File: config.mk
export PLATFORM = sky130hd
export DESIGN_NAME = pmwg_guard
export DESIGN_NICKNAME = d
export VERILOG_FILES = /design/src/pmwg_shadow.v /design/src/pmwg_guard.v
export VERILOG_INCLUDE_DIRS = /design/src
export SDC_FILE = /design/constraint.sdc
export NUM_CORES = 1
export LEC_CHECK = 0
export BUFFER_PORTS_ARGS = -buffer_cell sky130_fd_sc_hd__buf_2
export CAP_MARGIN = 5
export CORE_MARGIN = 3
export CORE_UTILIZATION = 35
export DETAILED_ROUTE_END_ITERATION = 10
export PLACE_DENSITY = 0.67
export SETUP_SLACK_MARGIN = 0.15
export SLEW_MARGIN = 20
export SYNTH_ARGS = -nofsm -noshare
export SYNTH_HDL_FRONTEND = slang
export SYNTH_SLANG_ARGS = --single-unit
File: constraint.sdc
create_clock -name pclk -period 3.2 [get_ports pclk]
set_input_delay 0.48 -clock pclk [delete_from_list [all_inputs] [get_ports pclk]]
set_output_delay 0.48 -clock pclk [all_outputs]
set_load 0.01 [all_outputs]
File: src/pmwg_map.vh
// Purpose: constants for the program memory write guard
// Assumes: word-addressed program memory, 512-word pages
// Notes:   register offsets are byte addresses on APB
`ifndef PMWG_MAP_VH
`define PMWG_MAP_VH

// ----------------------------------------
// address geometry
// ----------------------------------------
`define PMWG_ADDR_W        17
`define PMWG_PAGE_SHIFT    9
`define PMWG_PAGE_W        8
`define PMWG_LAST_PAGE     8'hFF

// ----------------------------------------
// register offsets
// ----------------------------------------
`define PMWG_OFS_CTRL      12'h000
`define PMWG_OFS_STAT      12'h004
`define PMWG_OFS_CFG       12'h008

// ----------------------------------------
// config word fields
// ----------------------------------------
`define PMWG_CFG_W         13
`define PMWG_CFG_EAP       0
`define PMWG_CFG_GWP       1
`define PMWG_CFG_DIS       2
`define PMWG_CFG_END       3
`define PMWG_CFG_LPP       4
`define PMWG_CFG_PG_LO     5
`define PMWG_CFG_PG_HI     12
`define PMWG_CFG_RESET     13'h1FFF

// ----------------------------------------
// status fields
// ----------------------------------------
`define PMWG_ST_DONE       0
`define PMWG_ST_REJ        1
`define PMWG_ST_PERR       2
`define PMWG_ST_LOADED     3

// ----------------------------------------
// request kinds
// ----------------------------------------
`define PMWG_OP_READ       2'h0
`define PMWG_OP_WRITE      2'h1
`define PMWG_OP_ERASE      2'h2

`endif

File: src/pmwg_shadow.v
// Purpose: configuration register held with a complement shadow
// Assumes: load is a one-cycle strobe
// Notes:   mismatch is checked every cycle
`timescale 1ns/1ps
`include "pmwg_map.vh"

module pmwg_shadow (
   pclk,
   presetn,
   load,
   din,
   flip,
   value,
   mismatch
);
   input  wire                     pclk;
   input  wire                     presetn;
   input  wire                     load;
   input  wire [`PMWG_CFG_W-1:0]   din;
   input  wire [`PMWG_CFG_W-1:0]   flip;
   output wire [`PMWG_CFG_W-1:0]   value;
   output reg                      mismatch;

   reg [`PMWG_CFG_W-1:0] actual;
   reg [`PMWG_CFG_W-1:0] shadow;

   assign value = actual;

   always @(posedge pclk or negedge presetn) begin
      if (!presetn) begin
         actual   <= `PMWG_CFG_RESET;
         shadow   <= ~`PMWG_CFG_RESET;
         mismatch <= 1'b0;
      end else begin
         if (load) begin
            actual <= din;
            shadow <= ~din;
         end else begin
            // flip models a disturbed cell on the live copy
            actual <= actual ^ flip;
         end
         mismatch <= ((actual ^ shadow) != {`PMWG_CFG_W{1'b1}});
      end
   end
endmodule // pmwg_shadow

File: src/pmwg_guard.v
// Purpose: decides whether program memory access is allowed
// Assumes: config word presented once after reset via cfg_valid
// Notes:   APB holds a status clear control word plus status and config readback
//
// Register access over APB and the address map were left to the implementer.
`timescale 1ns/1ps
`include "pmwg_map.vh"

module pmwg_guard (
   pclk,
   presetn,
   psel,
   penable,
   pwrite,
   paddr,
   pwdata,
   prdata,
   pready,
   pslverr,
   cfg_word,
   cfg_valid,
   cfg_flip,
   req_valid,
   req_op,
   req_addr,
   req_external,
   grant_valid,
   grant_ok,
   grant_op,
   grant_addr,
   parity_error,
   device_reset
);
   input  wire                     pclk;
   input  wire                     presetn;
   input  wire                     psel;
   input  wire                     penable;
   input  wire                     pwrite;
   input  wire [11:0]              paddr;
   input  wire [31:0]              pwdata;
   output reg  [31:0]              prdata;
   output reg                      pready;
   output reg                      pslverr;
   input  wire [`PMWG_CFG_W-1:0]   cfg_word;
   input  wire                     cfg_valid;
   input  wire [`PMWG_CFG_W-1:0]   cfg_flip;
   input  wire                     req_valid;
   input  wire [1:0]               req_op;
   input  wire [`PMWG_ADDR_W-1:0]  req_addr;
   input  wire                     req_external;
   output reg                      grant_valid;
   output reg                      grant_ok;
   output reg  [1:0]               grant_op;
   output reg  [`PMWG_ADDR_W-1:0]  grant_addr;
   output reg                      parity_error;
   output reg                      device_reset;

   // ----------------------------------------
   // configuration capture
   // ----------------------------------------
   reg                         loaded;
   wire                        cfg_load;
   wire [`PMWG_CFG_W-1:0]      cfg;
   wire                        cfg_bad;

   assign cfg_load = cfg_valid & ~loaded;

   always @(posedge pclk or negedge presetn) begin
      if (!presetn) begin
         loaded <= 1'b0;
      end else if (cfg_valid) begin
         loaded <= 1'b1;
      end
   end

   pmwg_shadow u_shadow (
      .pclk     (pclk),
      .presetn  (presetn),
      .load     (cfg_load),
      .din      (cfg_word),
      .flip     (cfg_flip),
      .value    (cfg),
      .mismatch (cfg_bad)
   );

   // ----------------------------------------
   // configuration fields
   // ----------------------------------------
   wire                          ext_protect;
   wire                          wr_enable;
   wire                          seg_off;
   wire                          seg_top;
   wire                          last_open;
   wire [`PMWG_PAGE_W-1:0]       bound_page;

   // protect bits are active low, as programmed cells read 0
   assign ext_protect = ~cfg[`PMWG_CFG_EAP];
   assign wr_enable   = cfg[`PMWG_CFG_GWP];
   assign seg_off     = cfg[`PMWG_CFG_DIS];
   assign seg_top     = cfg[`PMWG_CFG_END];
   assign last_open   = cfg[`PMWG_CFG_LPP];
   assign bound_page  = cfg[`PMWG_CFG_PG_HI:`PMWG_CFG_PG_LO];

   // ----------------------------------------
   // request decode
   // ----------------------------------------
   wire                          is_read;
   wire                          is_write;
   wire                          is_erase;
   wire                          is_bad;
   wire                          is_mod;
   wire [`PMWG_PAGE_W-1:0]       page;

   // an unknown op code is refused outright
   assign is_read  = (req_op == `PMWG_OP_READ);
   assign is_write = (req_op == `PMWG_OP_WRITE);
   assign is_erase = (req_op == `PMWG_OP_ERASE);
   assign is_bad   = ~(is_read | is_write | is_erase);
   assign is_mod   = is_write | is_erase;
   // whole array is one general segment, so only the page number matters
   assign page     = req_addr[`PMWG_ADDR_W-1:`PMWG_PAGE_SHIFT];

   // ----------------------------------------
   // segment range
   // ----------------------------------------
   reg  [`PMWG_PAGE_W-1:0]       seg_lo;
   reg  [`PMWG_PAGE_W-1:0]       seg_hi;
   wire [`PMWG_ADDR_W-1:0]       seg_lo_addr;
   wire [`PMWG_ADDR_W-1:0]       seg_hi_addr;
   reg                           in_range;
   reg                           cfg_page_hit;
   reg                           seg_hit;

   // the boundary page is inside the range at either end
   always @* begin
      if (seg_top) begin
         seg_lo = bound_page;
         seg_hi = `PMWG_LAST_PAGE;
      end else begin
         seg_lo = {`PMWG_PAGE_W{1'b0}};
         seg_hi = bound_page;
      end
   end

   // first word of the low page and last word of the high page
   assign seg_lo_addr = {seg_lo, {`PMWG_PAGE_SHIFT{1'b0}}};
   assign seg_hi_addr = {seg_hi, {`PMWG_PAGE_SHIFT{1'b1}}};

   // the last page guard only applies with the range anchored at the bottom
   always @* begin
      in_range     = (req_addr >= seg_lo_addr) && (req_addr <= seg_hi_addr);
      cfg_page_hit = 1'b0;
      if (!seg_top && !last_open && page == `PMWG_LAST_PAGE) begin
         cfg_page_hit = 1'b1;
      end
      seg_hit = 1'b0;
      if (!seg_off) begin
         seg_hit = in_range | cfg_page_hit;
      end
   end

   // ----------------------------------------
   // global protection and decision
   // ----------------------------------------
   wire                          glob_ext_deny;
   wire                          glob_int_deny;
   reg                           deny;

   // write protect only covers internal requests, the programmer is held off by
   // the external access bit instead
   assign glob_ext_deny = req_external & ext_protect;
   assign glob_int_deny = ~req_external & is_mod & ~wr_enable;

   // each reason can only add a refusal, none can lift another
   always @* begin
      deny = 1'b0;
      if (glob_ext_deny) begin
         deny = 1'b1;
      end
      if (glob_int_deny) begin
         deny = 1'b1;
      end
      if (is_mod && seg_hit) begin
         deny = 1'b1;
      end
      // nothing passes before the config word is in, or for an unknown op
      if (!loaded || is_bad) begin
         deny = 1'b1;
      end
   end

   // ----------------------------------------
   // request answer
   // ----------------------------------------
   // grant mirrors the request one cycle later, ok only when nothing refuses it
   always @(posedge pclk or negedge presetn) begin
      if (!presetn) begin
         grant_valid <= 1'b0;
         grant_ok    <= 1'b0;
         grant_op    <= `PMWG_OP_READ;
         grant_addr  <= {`PMWG_ADDR_W{1'b0}};
      end else begin
         grant_valid <= req_valid;
         grant_ok    <= req_valid & ~deny;
         grant_op    <= req_op;
         grant_addr  <= req_addr;
      end
   end

   // ----------------------------------------
   // request status
   // ----------------------------------------
   reg                           stat_done;
   reg                           stat_rej;
   reg                           next_stat_done;
   reg                           next_stat_rej;
   wire                          ctrl_clear;

   // a request in the same cycle as a clear wins, so no outcome is lost
   always @* begin
      next_stat_done = stat_done;
      next_stat_rej  = stat_rej;
      if (req_valid) begin
         next_stat_done = 1'b1;
         next_stat_rej  = deny;
      end else if (ctrl_clear) begin
         next_stat_done = 1'b0;
         next_stat_rej  = 1'b0;
      end
   end

   always @(posedge pclk or negedge presetn) begin
      if (!presetn) begin
         stat_done <= 1'b0;
         stat_rej  <= 1'b0;
      end else begin
         stat_done <= next_stat_done;
         stat_rej  <= next_stat_rej;
      end
   end

   // ----------------------------------------
   // upset handling
   // ----------------------------------------
   reg                           next_parity_error;

   // parity error stays until reset, the reset request follows the mismatch
   always @* begin
      next_parity_error = parity_error | cfg_bad;
   end

   // a live bit upset also moves the protection it controls, so do not wait
   always @(posedge pclk or negedge presetn) begin
      if (!presetn) begin
         parity_error <= 1'b0;
         device_reset <= 1'b0;
      end else begin
         parity_error <= next_parity_error;
         device_reset <= cfg_bad;
      end
   end

   // ----------------------------------------
   // apb slave
   // ----------------------------------------
   wire                          apb_setup;
   wire                          apb_access;
   wire                          wr_bad;
   reg                           sel_ctrl;
   reg                           sel_stat;
   reg                           sel_cfg;
   reg                           sel_none;
   reg  [31:0]                   rd_word;
   reg                           bad_acc;

   assign apb_setup  = psel & ~penable;
   assign apb_access = psel & penable & pready;
   assign wr_bad     = pwrite & ~sel_ctrl;

   // only the control word takes writes; it acts on the access edge
   assign ctrl_clear = apb_access & pwrite & sel_ctrl & pwdata[0];

   // addresses are full byte offsets, anything unmapped is an error
   always @* begin
      sel_ctrl = 1'b0;
      sel_stat = 1'b0;
      sel_cfg  = 1'b0;
      sel_none = 1'b0;
      if (paddr == `PMWG_OFS_CTRL) begin
         sel_ctrl = 1'b1;
      end else if (paddr == `PMWG_OFS_STAT) begin
         sel_stat = 1'b1;
      end else if (paddr == `PMWG_OFS_CFG) begin
         sel_cfg = 1'b1;
      end else begin
         sel_none = 1'b1;
      end
   end

   always @* begin
      rd_word = 32'h0000_0000;
      if (sel_stat) begin
         rd_word = {28'h000_0000, loaded, parity_error, stat_rej, stat_done};
      end else if (sel_cfg) begin
         rd_word = {19'h0_0000, cfg};
      end
      bad_acc = sel_none | wr_bad;
   end

   // answer one cycle after setup, data and error stand with pready
   always @(posedge pclk or negedge presetn) begin
      if (!presetn) begin
         pready  <= 1'b0;
         pslverr <= 1'b0;
         prdata  <= 32'h0000_0000;
      end else begin
         pready  <= apb_setup;
         pslverr <= 1'b0;
         prdata  <= 32'h0000_0000;
         if (apb_setup) begin
            pslverr <= bad_acc;
            if (!pwrite) begin
               prdata <= rd_word;
            end
         end
      end
   end
endmodule // pmwg_guard

# ---- Yosys cells after proc, flatten, opt, wreduce, memory -nomap -nowiden
# Cells that the tools add are included.
# W data, S select, Z words.
dict set report word_totals {
  register_bits 87
  inputBits 97
  output_inout_bits 57
  wordCells 89
}
dict set report op_classes {
  magnitude_cmp 2
  eq_ne 6
  n_mux 26
  n_bitwise 29
  reduce_logical 11
}
# cell count
set ops {}
lappend ops {{$mux W13} 5}
lappend ops {{$xor A13 B13 Y13} 2}
lappend ops {{$mux W1} 19}
lappend ops {{$ge A17 B17 Y1} 1}
lappend ops {{$le A17 B17 Y1} 1}
lappend ops {{$mux W8} 2}
lappend ops {{$ne A13 B13 Y1 const B} 1}
lappend ops {{$not A13 Y13} 1}
lappend ops {{$and A1 B1 Y1} 12}
lappend ops {{$eq A12 B3 Y1 const B} 1}
lappend ops {{$eq A12 B4 Y1 const B} 1}
lappend ops {{$logic_not A12 Y1} 1}
lappend ops {{$eq A8 B8 Y1 const B} 1}
lappend ops {{$not A1 Y1} 8}
lappend ops {{$or A1 B1 Y1} 6}
lappend ops {{$logic_and A1 B1 Y1} 4}
lappend ops {{$logic_not A1 Y1} 3}
lappend ops {{$eq A2 B1 Y1 const B} 1}
lappend ops {{$eq A2 B2 Y1 const B} 1}
lappend ops {{$logic_not A2 Y1} 1}
lappend ops {{$reduce_bool A2 Y1} 1}
lappend ops {{$logic_or A1 B1 Y1} 1}

# ---- Depth between registers and ports, before layout
# Gate-level depths: netlist of the first run.
dict set report depth {
  word_depth 11
  depth_mapped 9
}

# ---- Cells and area by module
# A second synthesis of the first run with hierarchy kept.
dict set report hier_totals {
  cells_unflattened 276
  hier_area_um2 3268.1
}
# mod instances cells_per_inst area_each_um2 seq_area_each_um2
set by_module_without_submodules {}
lappend by_module_without_submodules {pmwg_guard 1 176 1974.4 1026.0}
lappend by_module_without_submodules {pmwg_shadow 1 100 1293.7 691.9}

# ---- Least setup slack after synthesis of the first run
# No wires, ideal clock.
dict set report synth_path {
  kind {register to register}
  startpoint {reg u_shadow.actual[3], in the netlist u_shadow.value[3]}
  endpoint {reg stat_rej}
  setup_ps 142
  t_arrival_ps 2192
  path_slack_ps 866
  path_stages_with_launch 10
  n_path_buf 2
  period_less_slack_ps 2334
  cell_sequence {dfstp_2 -> buf_2 -> buf_1 -> nand2_1 -> ha_1 -> a21o_1 -> a221oi_1 -> a21oi_1 -> o32ai_1 -> nor3_1}
}
dict set report synth_via {
  elab_chain_len 10
  word_cells_on_any_way 15
  cone_classes {2 x order compare; 7 x mux; 1 x bitwise; 5 x reduce/logical}
}
# element line_no
set synth_lines {}
lappend synth_lines {{from (decl)} pmwg_shadow.v:24} ;# reg [`PMWG_CFG_W-1:0] actual;
lappend synth_lines {{from (signal assigned)} pmwg_shadow.v:31} ;# actual <= `PMWG_CFG_RESET;
lappend synth_lines {{from (signal assigned)} pmwg_shadow.v:36} ;# actual <= din;
lappend synth_lines {{from (signal assigned)} pmwg_shadow.v:40} ;# actual <= actual ^ flip;
lappend synth_lines {{branches (longest 4 deep; another with $ge A17 B17 Y1)} --}
lappend synth_lines {{$or A1 B1 Y1 (*)} pmwg_guard.v:158} ;# seg_hit = in_range | cfg_page_hit;
lappend synth_lines {{$mux W1 (*)} pmwg_guard.v:157} ;# if (!seg_off) begin
lappend synth_lines {{$logic_and A1 B1 Y1 (*)} pmwg_guard.v:183} ;# if (is_mod && seg_hit) begin
lappend synth_lines {{$mux W1 (*)} pmwg_guard.v:183}
lappend synth_lines {{$mux W1 (*)} pmwg_guard.v:187} ;# if (!loaded || is_bad) begin
lappend synth_lines {{$mux W1 (*)} pmwg_guard.v:223} ;# if (req_valid) begin
lappend synth_lines {{to (signal assigned)} pmwg_guard.v:238} ;# stat_rej <= next_stat_rej;
lappend synth_lines {{to (decl)} pmwg_guard.v:214} ;# reg stat_rej;
# Mark *: on every way between the ends.
# A chain may end at the register's enable or synchronous reset.

# ---- Worst setup path in the final report of the first run
# Ends and elaborated chain as after synthesis.

==> reports/metrics.csv, run 1 <==
metric;value;unit
source of the worst register-to-register timing path;u_shadow.value[3];
leakage dissipation;1.96;nW
cell with the largest stage delay on the worst path;sky130_fd_sc_hd__dfstp_2;
relative contribution of combinational cells to total power;0.260;
FFs w/ async S/R, synth;1.00;
Post-Syn Area per Cell;11.4;µm²
status;complete, no violations;
drt wl/cell;14.1;µm
area growth from synthesis to final layout;23.6;%
RSZ-0062 raised after global routing;false;
hold violation total from the final report;0;
Filler cells;851;
CP bufs+invs;0;
net switching share of the total power;0.319;
global routing's busiest layer;met2;
global routing usage on met1;0.186;
relative slew slack;0.448;
Antenna diodes;0;
sequential cell area;1720;µm²
launching instance or port of the critical path;u_shadow.value[3];
cells resized by post-CTS repair;0;
vias after detailed routing;2344;
DRC violations left;0;
Worst Path Max Fanout;20;
overflow left after global routing;0;
endpoint of the worst register-to-register path;stat_rej;
placement row count;34;
P_int;1.77;mW
CTS sink count;68;
overall track demand over capacity in global routing;0.146;
cell count along the critical path;7;
worst-skew pair later-pin latency;0.33;ns
CTS root buffer;sky130_fd_sc_hd__clkbuf_8;
setup violators final;0;
count of input and output buffers;103;
worst endpoint required time;3.39;ns
dominant register cell in the synthesized netlist;sky130_fd_sc_hd__dfrtp_1;
first-pass GRT wire length;11600;µm
R2R depth;7;
CP endpoint kind;flop;
clock-pin slew reported for the worst setup and hold paths after clock tree synthesis;0.07;ns
category of the most critical setup path;flop to flop;
number of enable flip-flop cells after synthesis;0;
setup tns final;0;ns
count of maximum capacitance violations;0;
maximum buffer depth of the clock tree;2;
H-Tree Depth;3;
maximum clock skew at final layout;0.00763;ns
y dimension of the die;101;µm
routability-driven placement congestion ratio;0.750;
max-slew violation total from the final report;0;
ranking of synthesized cells by area;sky130_fd_sc_hd__dfrtp_1 44%, sky130_fd_sc_hd__dfstp_2 11%, sky130_fd_sc_hd__ha_1 6.7%;
half-perimeter wire length after detailed placement;5350;µm
met2 track demand over resource in global routing;0.231;
DR pass1 iterations;4;
Die Width;101;µm
number of buffers inserted by hold repair at cts;0;
number of violations reported at the end of detailed-routing iteration 0;49;
post-CTS setup buffer count;0;
kind of start point of the critical path;flop;
critical path data arrival time;2.69;ns
library cell occupying the most area in the post-synthesis netlist;sky130_fd_sc_hd__dfrtp_1;
cell breakdown of the critical path;nand2_1 -> ha_1 -> and3_1 -> a221oi_1 -> a21oi_1 -> o32ai_1 -> nor3_1;
worst min path class;input pin to flop;
sequential share of power;0.490;
Mapped Area;3160;µm²
number of instances in the synthesized netlist;276;
area taken by multi-input logic gates;1340;µm²
Period Utilization, post-route;0.781;
gate family responsible for the most delay along the worst path;compound AO/OA/AOI/OAI gates;
post-route core utilization;0.446;
pin count of the biggest net entering global routing;69;
fraction of the yosys area taken by sequential cells;0.544;
Psw;832;µW
TritonCTS Buffers;9;
vias in the first global route;2443;
maximum single-stage delay on the critical path;0.78;ns
I/O pin cnt;154;
timing-limited maximum frequency;400;MHz
worst setup slack for register-to-register paths;0.70;ns
global-route met3 utilization;0.0304;
number of distinct library cells after synthesis;42;
relative contribution of the clock network to total power;0.250;
remaining number of nets flagged by the antenna check after routing;0;
synthesis-stage register bit count;68;
Worst-Margin Slew;0.828;ns
Layout Nets;499;
effective utilization at floorplan;0.361;
total number of yosys warnings;0;
fraction of final layout cells with drive strength greater than 1;0.354;
post-DR vias/cell;4.71;
fin crit period;2.50;ns
area share of the leading cell type in the synthesized netlist;0.436;
Pwr Density;668;nW/µm²
CP endpoint;stat_rej;
area of the core;8760;µm²
final wirelength;7020;µm
worst supply voltage drop on vdd;331;µV
number of antenna violations at the first check in global routing;0;
TritonCTS clock tree;done;
die outline area;10200;µm²
-- cell usage in the layout (no fill, tap or decap), types with 2 or more instances in the layout --
master and instances:
sky130_fd_sc_hd__a221oi_1 2, sky130_fd_sc_hd__and4_1 4, sky130_fd_sc_hd__nor2_1 29, sky130_fd_sc_hd__a21o_1 15
sky130_fd_sc_hd__buf_2 103, sky130_fd_sc_hd__and2_1 11, sky130_fd_sc_hd__xor2_1 6, sky130_fd_sc_hd__nor4_2 2
sky130_fd_sc_hd__inv_1 2, sky130_fd_sc_hd__clkbuf_1 4, sky130_fd_sc_hd__a21oi_1 20, sky130_fd_sc_hd__dfstp_2 13
sky130_fd_sc_hd__or2_2 2, sky130_fd_sc_hd__clkbuf_8 9, sky130_fd_sc_hd__buf_4 2, sky130_fd_sc_hd__o21ai_0 3
sky130_fd_sc_hd__nand4_1 7, sky130_fd_sc_hd__xnor2_1 20, sky130_fd_sc_hd__nand3_1 3, sky130_fd_sc_hd__a22oi_1 4
sky130_fd_sc_hd__nor2b_1 3, sky130_fd_sc_hd__ha_1 17, sky130_fd_sc_hd__conb_1 19, sky130_fd_sc_hd__dfrtp_1 55
sky130_fd_sc_hd__nand2_1 13, sky130_fd_sc_hd__clkinv_2 2, sky130_fd_sc_hd__nor4_1 3
-- state kept, by name (all words and copies together), names as in the netlist --
name and cells:
device_reset 1, grant_addr 17, grant_ok 1, grant_op 2
grant_valid 1, loaded 1, parity_error 1, prdata 13
pready 1, pslverr 1, stat_done 1, stat_rej 1
u_shadow.mismatch 1, u_shadow.shadow 13, u_shadow.value 13
-- cells by family (layout without fill, tap and decap cells) --
group | count (synthesis) | count (layout) | share of synthesized area
buf+inv | 27 | 123 | 0.0551
simple gates | 87 | 87 | 0.151
xor+xnor | 26 | 26 | 0.0721
fa+ha+maj | 18 | 18 | 0.0705
compound gates | 49 | 49 | 0.106
flops | 68 | 68 | 0.544
other cells | 1 | 19 | 0.00119
-- routing by layer --
metal	share of wire	wire length, µm	up-vias
met1	0.44	3060	1092
met4	0.031	218	0
met5	0	0	-
met3	0.068	480	21
li1	-	-	1140
met2	0.46	3260	91
-- worst register-to-register path, cell delays in order, from the launching register on --
cell	delay (ns)
sky130_fd_sc_hd__dfstp_2	0.78
sky130_fd_sc_hd__nand2_1	0.11
sky130_fd_sc_hd__ha_1	0.30
sky130_fd_sc_hd__and3_1	0.21
sky130_fd_sc_hd__a221oi_1	0.30
sky130_fd_sc_hd__a21oi_1	0.14
sky130_fd_sc_hd__o32ai_1	0.42
sky130_fd_sc_hd__nor3_1	0.10
-- cells in the mapped netlist (4+ instances only) --
library cell	number
sky130_fd_sc_hd__a21oi_1	20
sky130_fd_sc_hd__nand2_1	13
sky130_fd_sc_hd__dfrtp_1	55
sky130_fd_sc_hd__nor2_1	29
sky130_fd_sc_hd__a21o_1	15
sky130_fd_sc_hd__a22oi_1	4
sky130_fd_sc_hd__buf_4	19
sky130_fd_sc_hd__xor2_1	6
sky130_fd_sc_hd__and4_1	4
sky130_fd_sc_hd__ha_1	17
sky130_fd_sc_hd__dfstp_2	13
sky130_fd_sc_hd__and2_1	11
sky130_fd_sc_hd__nand4_1	7
sky130_fd_sc_hd__xnor2_1	20
-- power groups by stage --
stage               registers [mW]  clock network [mW]  logic [mW]
finish                        1.28               0.652       0.677
global route                  1.31               0.718       0.776
CTS                           1.28               0.678       0.686
detailed placement            1.30                   0       0.672
global placement              1.29                   0       0.645
floorplan                     1.20                   0       0.532
-- worst min path at each step --
| stage | to | slack (ns) | depth (start not counted) | startpoint |
|---|---|---|---|---|
| after floorplan | device_reset | 0.18 | 0 | presetn |
| after global placement | device_reset | 0.40 | 0 | u_shadow.mismatch |
| after detailed placement | device_reset | 0.41 | 0 | u_shadow.mismatch |
| after CTS | grant_addr[5] | 0.25 | 1 | req_addr[5] |
| after global routing | grant_addr[1] | 0.26 | 1 | req_addr[1] |
| final | grant_addr[5] | 0.27 | 1 | req_addr[5] |
-- cell type report --
class                           count  share of cell area
Clock buffer                       13              0.0356
Clock inverter                      3              0.0103
Inverter                            2             0.00192
Multi-Input combinational cell    199               0.342
Sequential cell                    68               0.440
Tap cell                          108              0.0346
Timing Repair Buffer              105               0.136
-- metrics by stage --
step                      cells  power, mW  area, µm²  setup slack, ns  hold WS (ns)
after global placement      482       1.94       3730            0.860         0.400
final                       498       2.61       3910            0.700         0.275
after global routing        498       2.81       3910            0.669         0.255
after CTS                   498       2.65       3910            0.754         0.250
after detailed placement    482       1.97       3730            0.831         0.414
after floorplan             294       1.73       3230            0.866         0.184
(Power assumes the default switching activity.)
==> run 2: changes to the inputs <==
==> constraint.sdc (replaced) <==
create_clock -name pclk -period 2.6 [get_ports pclk]
set_input_delay 0.39 -clock pclk [delete_from_list [all_inputs] [get_ports pclk]]
set_output_delay 0.39 -clock pclk [all_outputs]
set_load 0.01 [all_outputs]
==> reports/metrics.csv, run 2 (synthesis gave the netlist of run 1 again) <==
metric;value;unit;change
status;complete, no violations;;unchanged
RSZ-0062 raised after global routing;false;;unchanged
DR pass1 iterations;4;;unchanged
number of antenna violations at the first check in global routing;0;;unchanged
total placed cells including tap cells;484;;was 482
I/O pin cnt;154;;unchanged
DRC violations left;0;;unchanged
H-Tree Depth;3;;unchanged
placement row count;34;;unchanged
area growth from synthesis to final layout;24.7;%;was 23.6%
Worst-Margin Slew;0.761;ns;was 0.828 ns
half-perimeter wire length after detailed placement;5510;µm;was 5350 µm
drt wl/cell;13.9;µm;was 14.1 µm
setup tns final;0;ns;unchanged
relative contribution of combinational cells to total power;0.282;;was 0.260
post-route worst hold slack;0.126;ns;was 0.275 ns
count of input and output buffers;103;;unchanged
max-slew violation total from the final report;0;;unchanged
post-CTS setup buffer count;0;;unchanged
worst supply voltage drop on vdd;333;µV;was 331 µV
most common cell after layout, fill and taps aside;sky130_fd_sc_hd__buf_2;;unchanged
CP endpoint kind;flop;;unchanged
overflow left after global routing;0;;unchanged
highest-count cells in the layout ignoring fill and taps;103 x sky130_fd_sc_hd__buf_2, 55 x sky130_fd_sc_hd__dfrtp_1, 29 x sky130_fd_sc_hd__nor2_1;;unchanged
critical path data arrival time;2.40;ns;was 2.69 ns
worst min path class;input pin to asynchronous set/reset pin;;was input pin to flop
kind of start point of the critical path;flop;;unchanged
Most flops, register;grant_addr;;unchanged
worst endpoint required time;2.79;ns;was 3.39 ns
pin count of the biggest net entering global routing;40;;was 69
setup violators final;0;;unchanged
sequential share of power;0.473;;was 0.490
maximum buffer depth of the clock tree;2;;unchanged
vias after detailed routing;2371;;was 2344
leakage dissipation;1.98;nW;was 1.96 nW
die outline area;10200;µm²;unchanged
Antenna diodes;0;;unchanged
fin crit period;2.21;ns;was 2.50 ns
first-pass GRT wire length;11300;µm;was 11600 µm
final wirelength;6960;µm;was 7020 µm
Overall Power;3.21;mW;was 2.61 mW
remaining number of nets flagged by the antenna check after routing;0;;unchanged
worst-skew pair later-pin latency;0.33;ns;about the same
effective utilization at floorplan;0.361;;unchanged
TritonCTS clock tree;done;;unchanged
post-DR vias/cell;4.74;;was 4.71
maximum clock skew at final layout;0.00727;ns;was 0.00763 ns
count of maximum capacitance violations;0;;unchanged
net switching share of the total power;0.319;;about the same
CTS root buffer;sky130_fd_sc_hd__clkbuf_8;;unchanged
relative slew slack;0.493;;was 0.448
timing-limited maximum frequency;453;MHz;was 400 MHz
relative contribution of the clock network to total power;0.245;;was 0.250
routability-driven placement congestion ratio;0.788;;was 0.750
Filler cells;836;;was 851
area of the core;8760;µm²;unchanged
category of the most critical setup path;flop to flop;;unchanged
vias in the first global route;2377;;was 2443
Largest register FFs;17;;unchanged
Period Utilization, post-route;0.850;;was 0.781
CTS sink count;68;;unchanged
Die Width;101;µm;unchanged
hold violation total from the final report;0;;unchanged
number of buffers inserted by hold repair at cts;0;;unchanged
Layout Nets;501;;was 499
clock-pin slew reported for the worst setup and hold paths after clock tree synthesis;0.07;ns;about the same
fraction of final layout cells with drive strength greater than 1;0.360;;was 0.354
y dimension of the die;101;µm;unchanged
Psw;1.02;mW;was 832 µW
overall track demand over capacity in global routing;0.143;;was 0.146
number of violations reported at the end of detailed-routing iteration 0;61;;was 49
Worst Path Max Fanout;8;;was 20
number of non-filler instances in the completed layout;500;;was 498
TritonCTS Buffers;9;;unchanged
Pwr Density;816;nW/µm²;was 668 nW/µm²
P_int;2.19;mW;was 1.77 mW
[run 2: critical path, cell delays in order (launching register included)]
cell                       delay (ns)
sky130_fd_sc_hd__dfstp_2         0.60
sky130_fd_sc_hd__nand2_1         0.08
sky130_fd_sc_hd__ha_1            0.29
sky130_fd_sc_hd__and3_1          0.20
sky130_fd_sc_hd__a221oi_1        0.24
sky130_fd_sc_hd__a21oi_1         0.11
sky130_fd_sc_hd__o32ai_1         0.43
sky130_fd_sc_hd__nor3_1          0.11
[run 2: what timing repair did]
item / CTS / global route
endpoints found under the hold margin: 0 / 0
endpoints found under the setup margin: 0 / 2
resized for setup: 0 / 1
[run 2: cell type report]
type	count	area, µm²	share of cell area
timing repair buffer	107	562	0.143
inverter	2	7.51	0.00191
clock buffer	15	176	0.0448
sequential	68	1720	0.436
tap	108	135	0.0343
multi-input combinational	199	1340	0.339
clock inverter	1	5.00	0.00127
[run 2: final timing paths]
path                                   startpoint                 end  slack, ns  cells past startpoint
worst max register to register  u_shadow.value[3]            stat_rej       0.39                      7
max in group asynchronous                 presetn   u_shadow.value[4]       1.76                      2
worst min register to register  u_shadow.mismatch        device_reset       0.42                      0
min in group pclk                       req_op[0]         grant_op[0]       0.18                      1
worst max-delay path            u_shadow.value[3]            stat_rej       0.39                      7
worst min-delay path                      presetn  u_shadow.shadow[6]       0.13                      1
[run 2: layer usage]
layer  GRT usage  wire length [µm]
met1       0.185              3030
met2       0.225              3300
met3      0.0408               502
met4      0.0583               131
met5           0                 0
[run 2: power groups by stage]
stage | clock network [mW] | registers, mW | logic (mW)
6_report | 0.786 | 1.52 | 0.907
5_1_grt | 0.874 | 1.56 | 1.05
4_1_cts | 0.811 | 1.53 | 0.920
3_5_place_dp | 0 | 1.55 | 0.910
3_3_place_gp | 0 | 1.54 | 0.879
2_1_floorplan | 0 | 1.47 | 0.654
[run 2: stage by stage]
| stage | instance area [µm²] | setup WS, ns | utilization |
|---|---|---|---|
| 5_1_grt | 3940 | 0.183 | 0.449 |
| 4_1_cts | 3940 | 0.375 | 0.449 |
| 3_5_place_dp | 3750 | 0.381 | 0.428 |
| 6_report | 3940 | 0.390 | 0.449 |
| 2_1_floorplan | 3230 | 0.266 | - |
| 3_3_place_gp | 3750 | 0.419 | 0.428 |
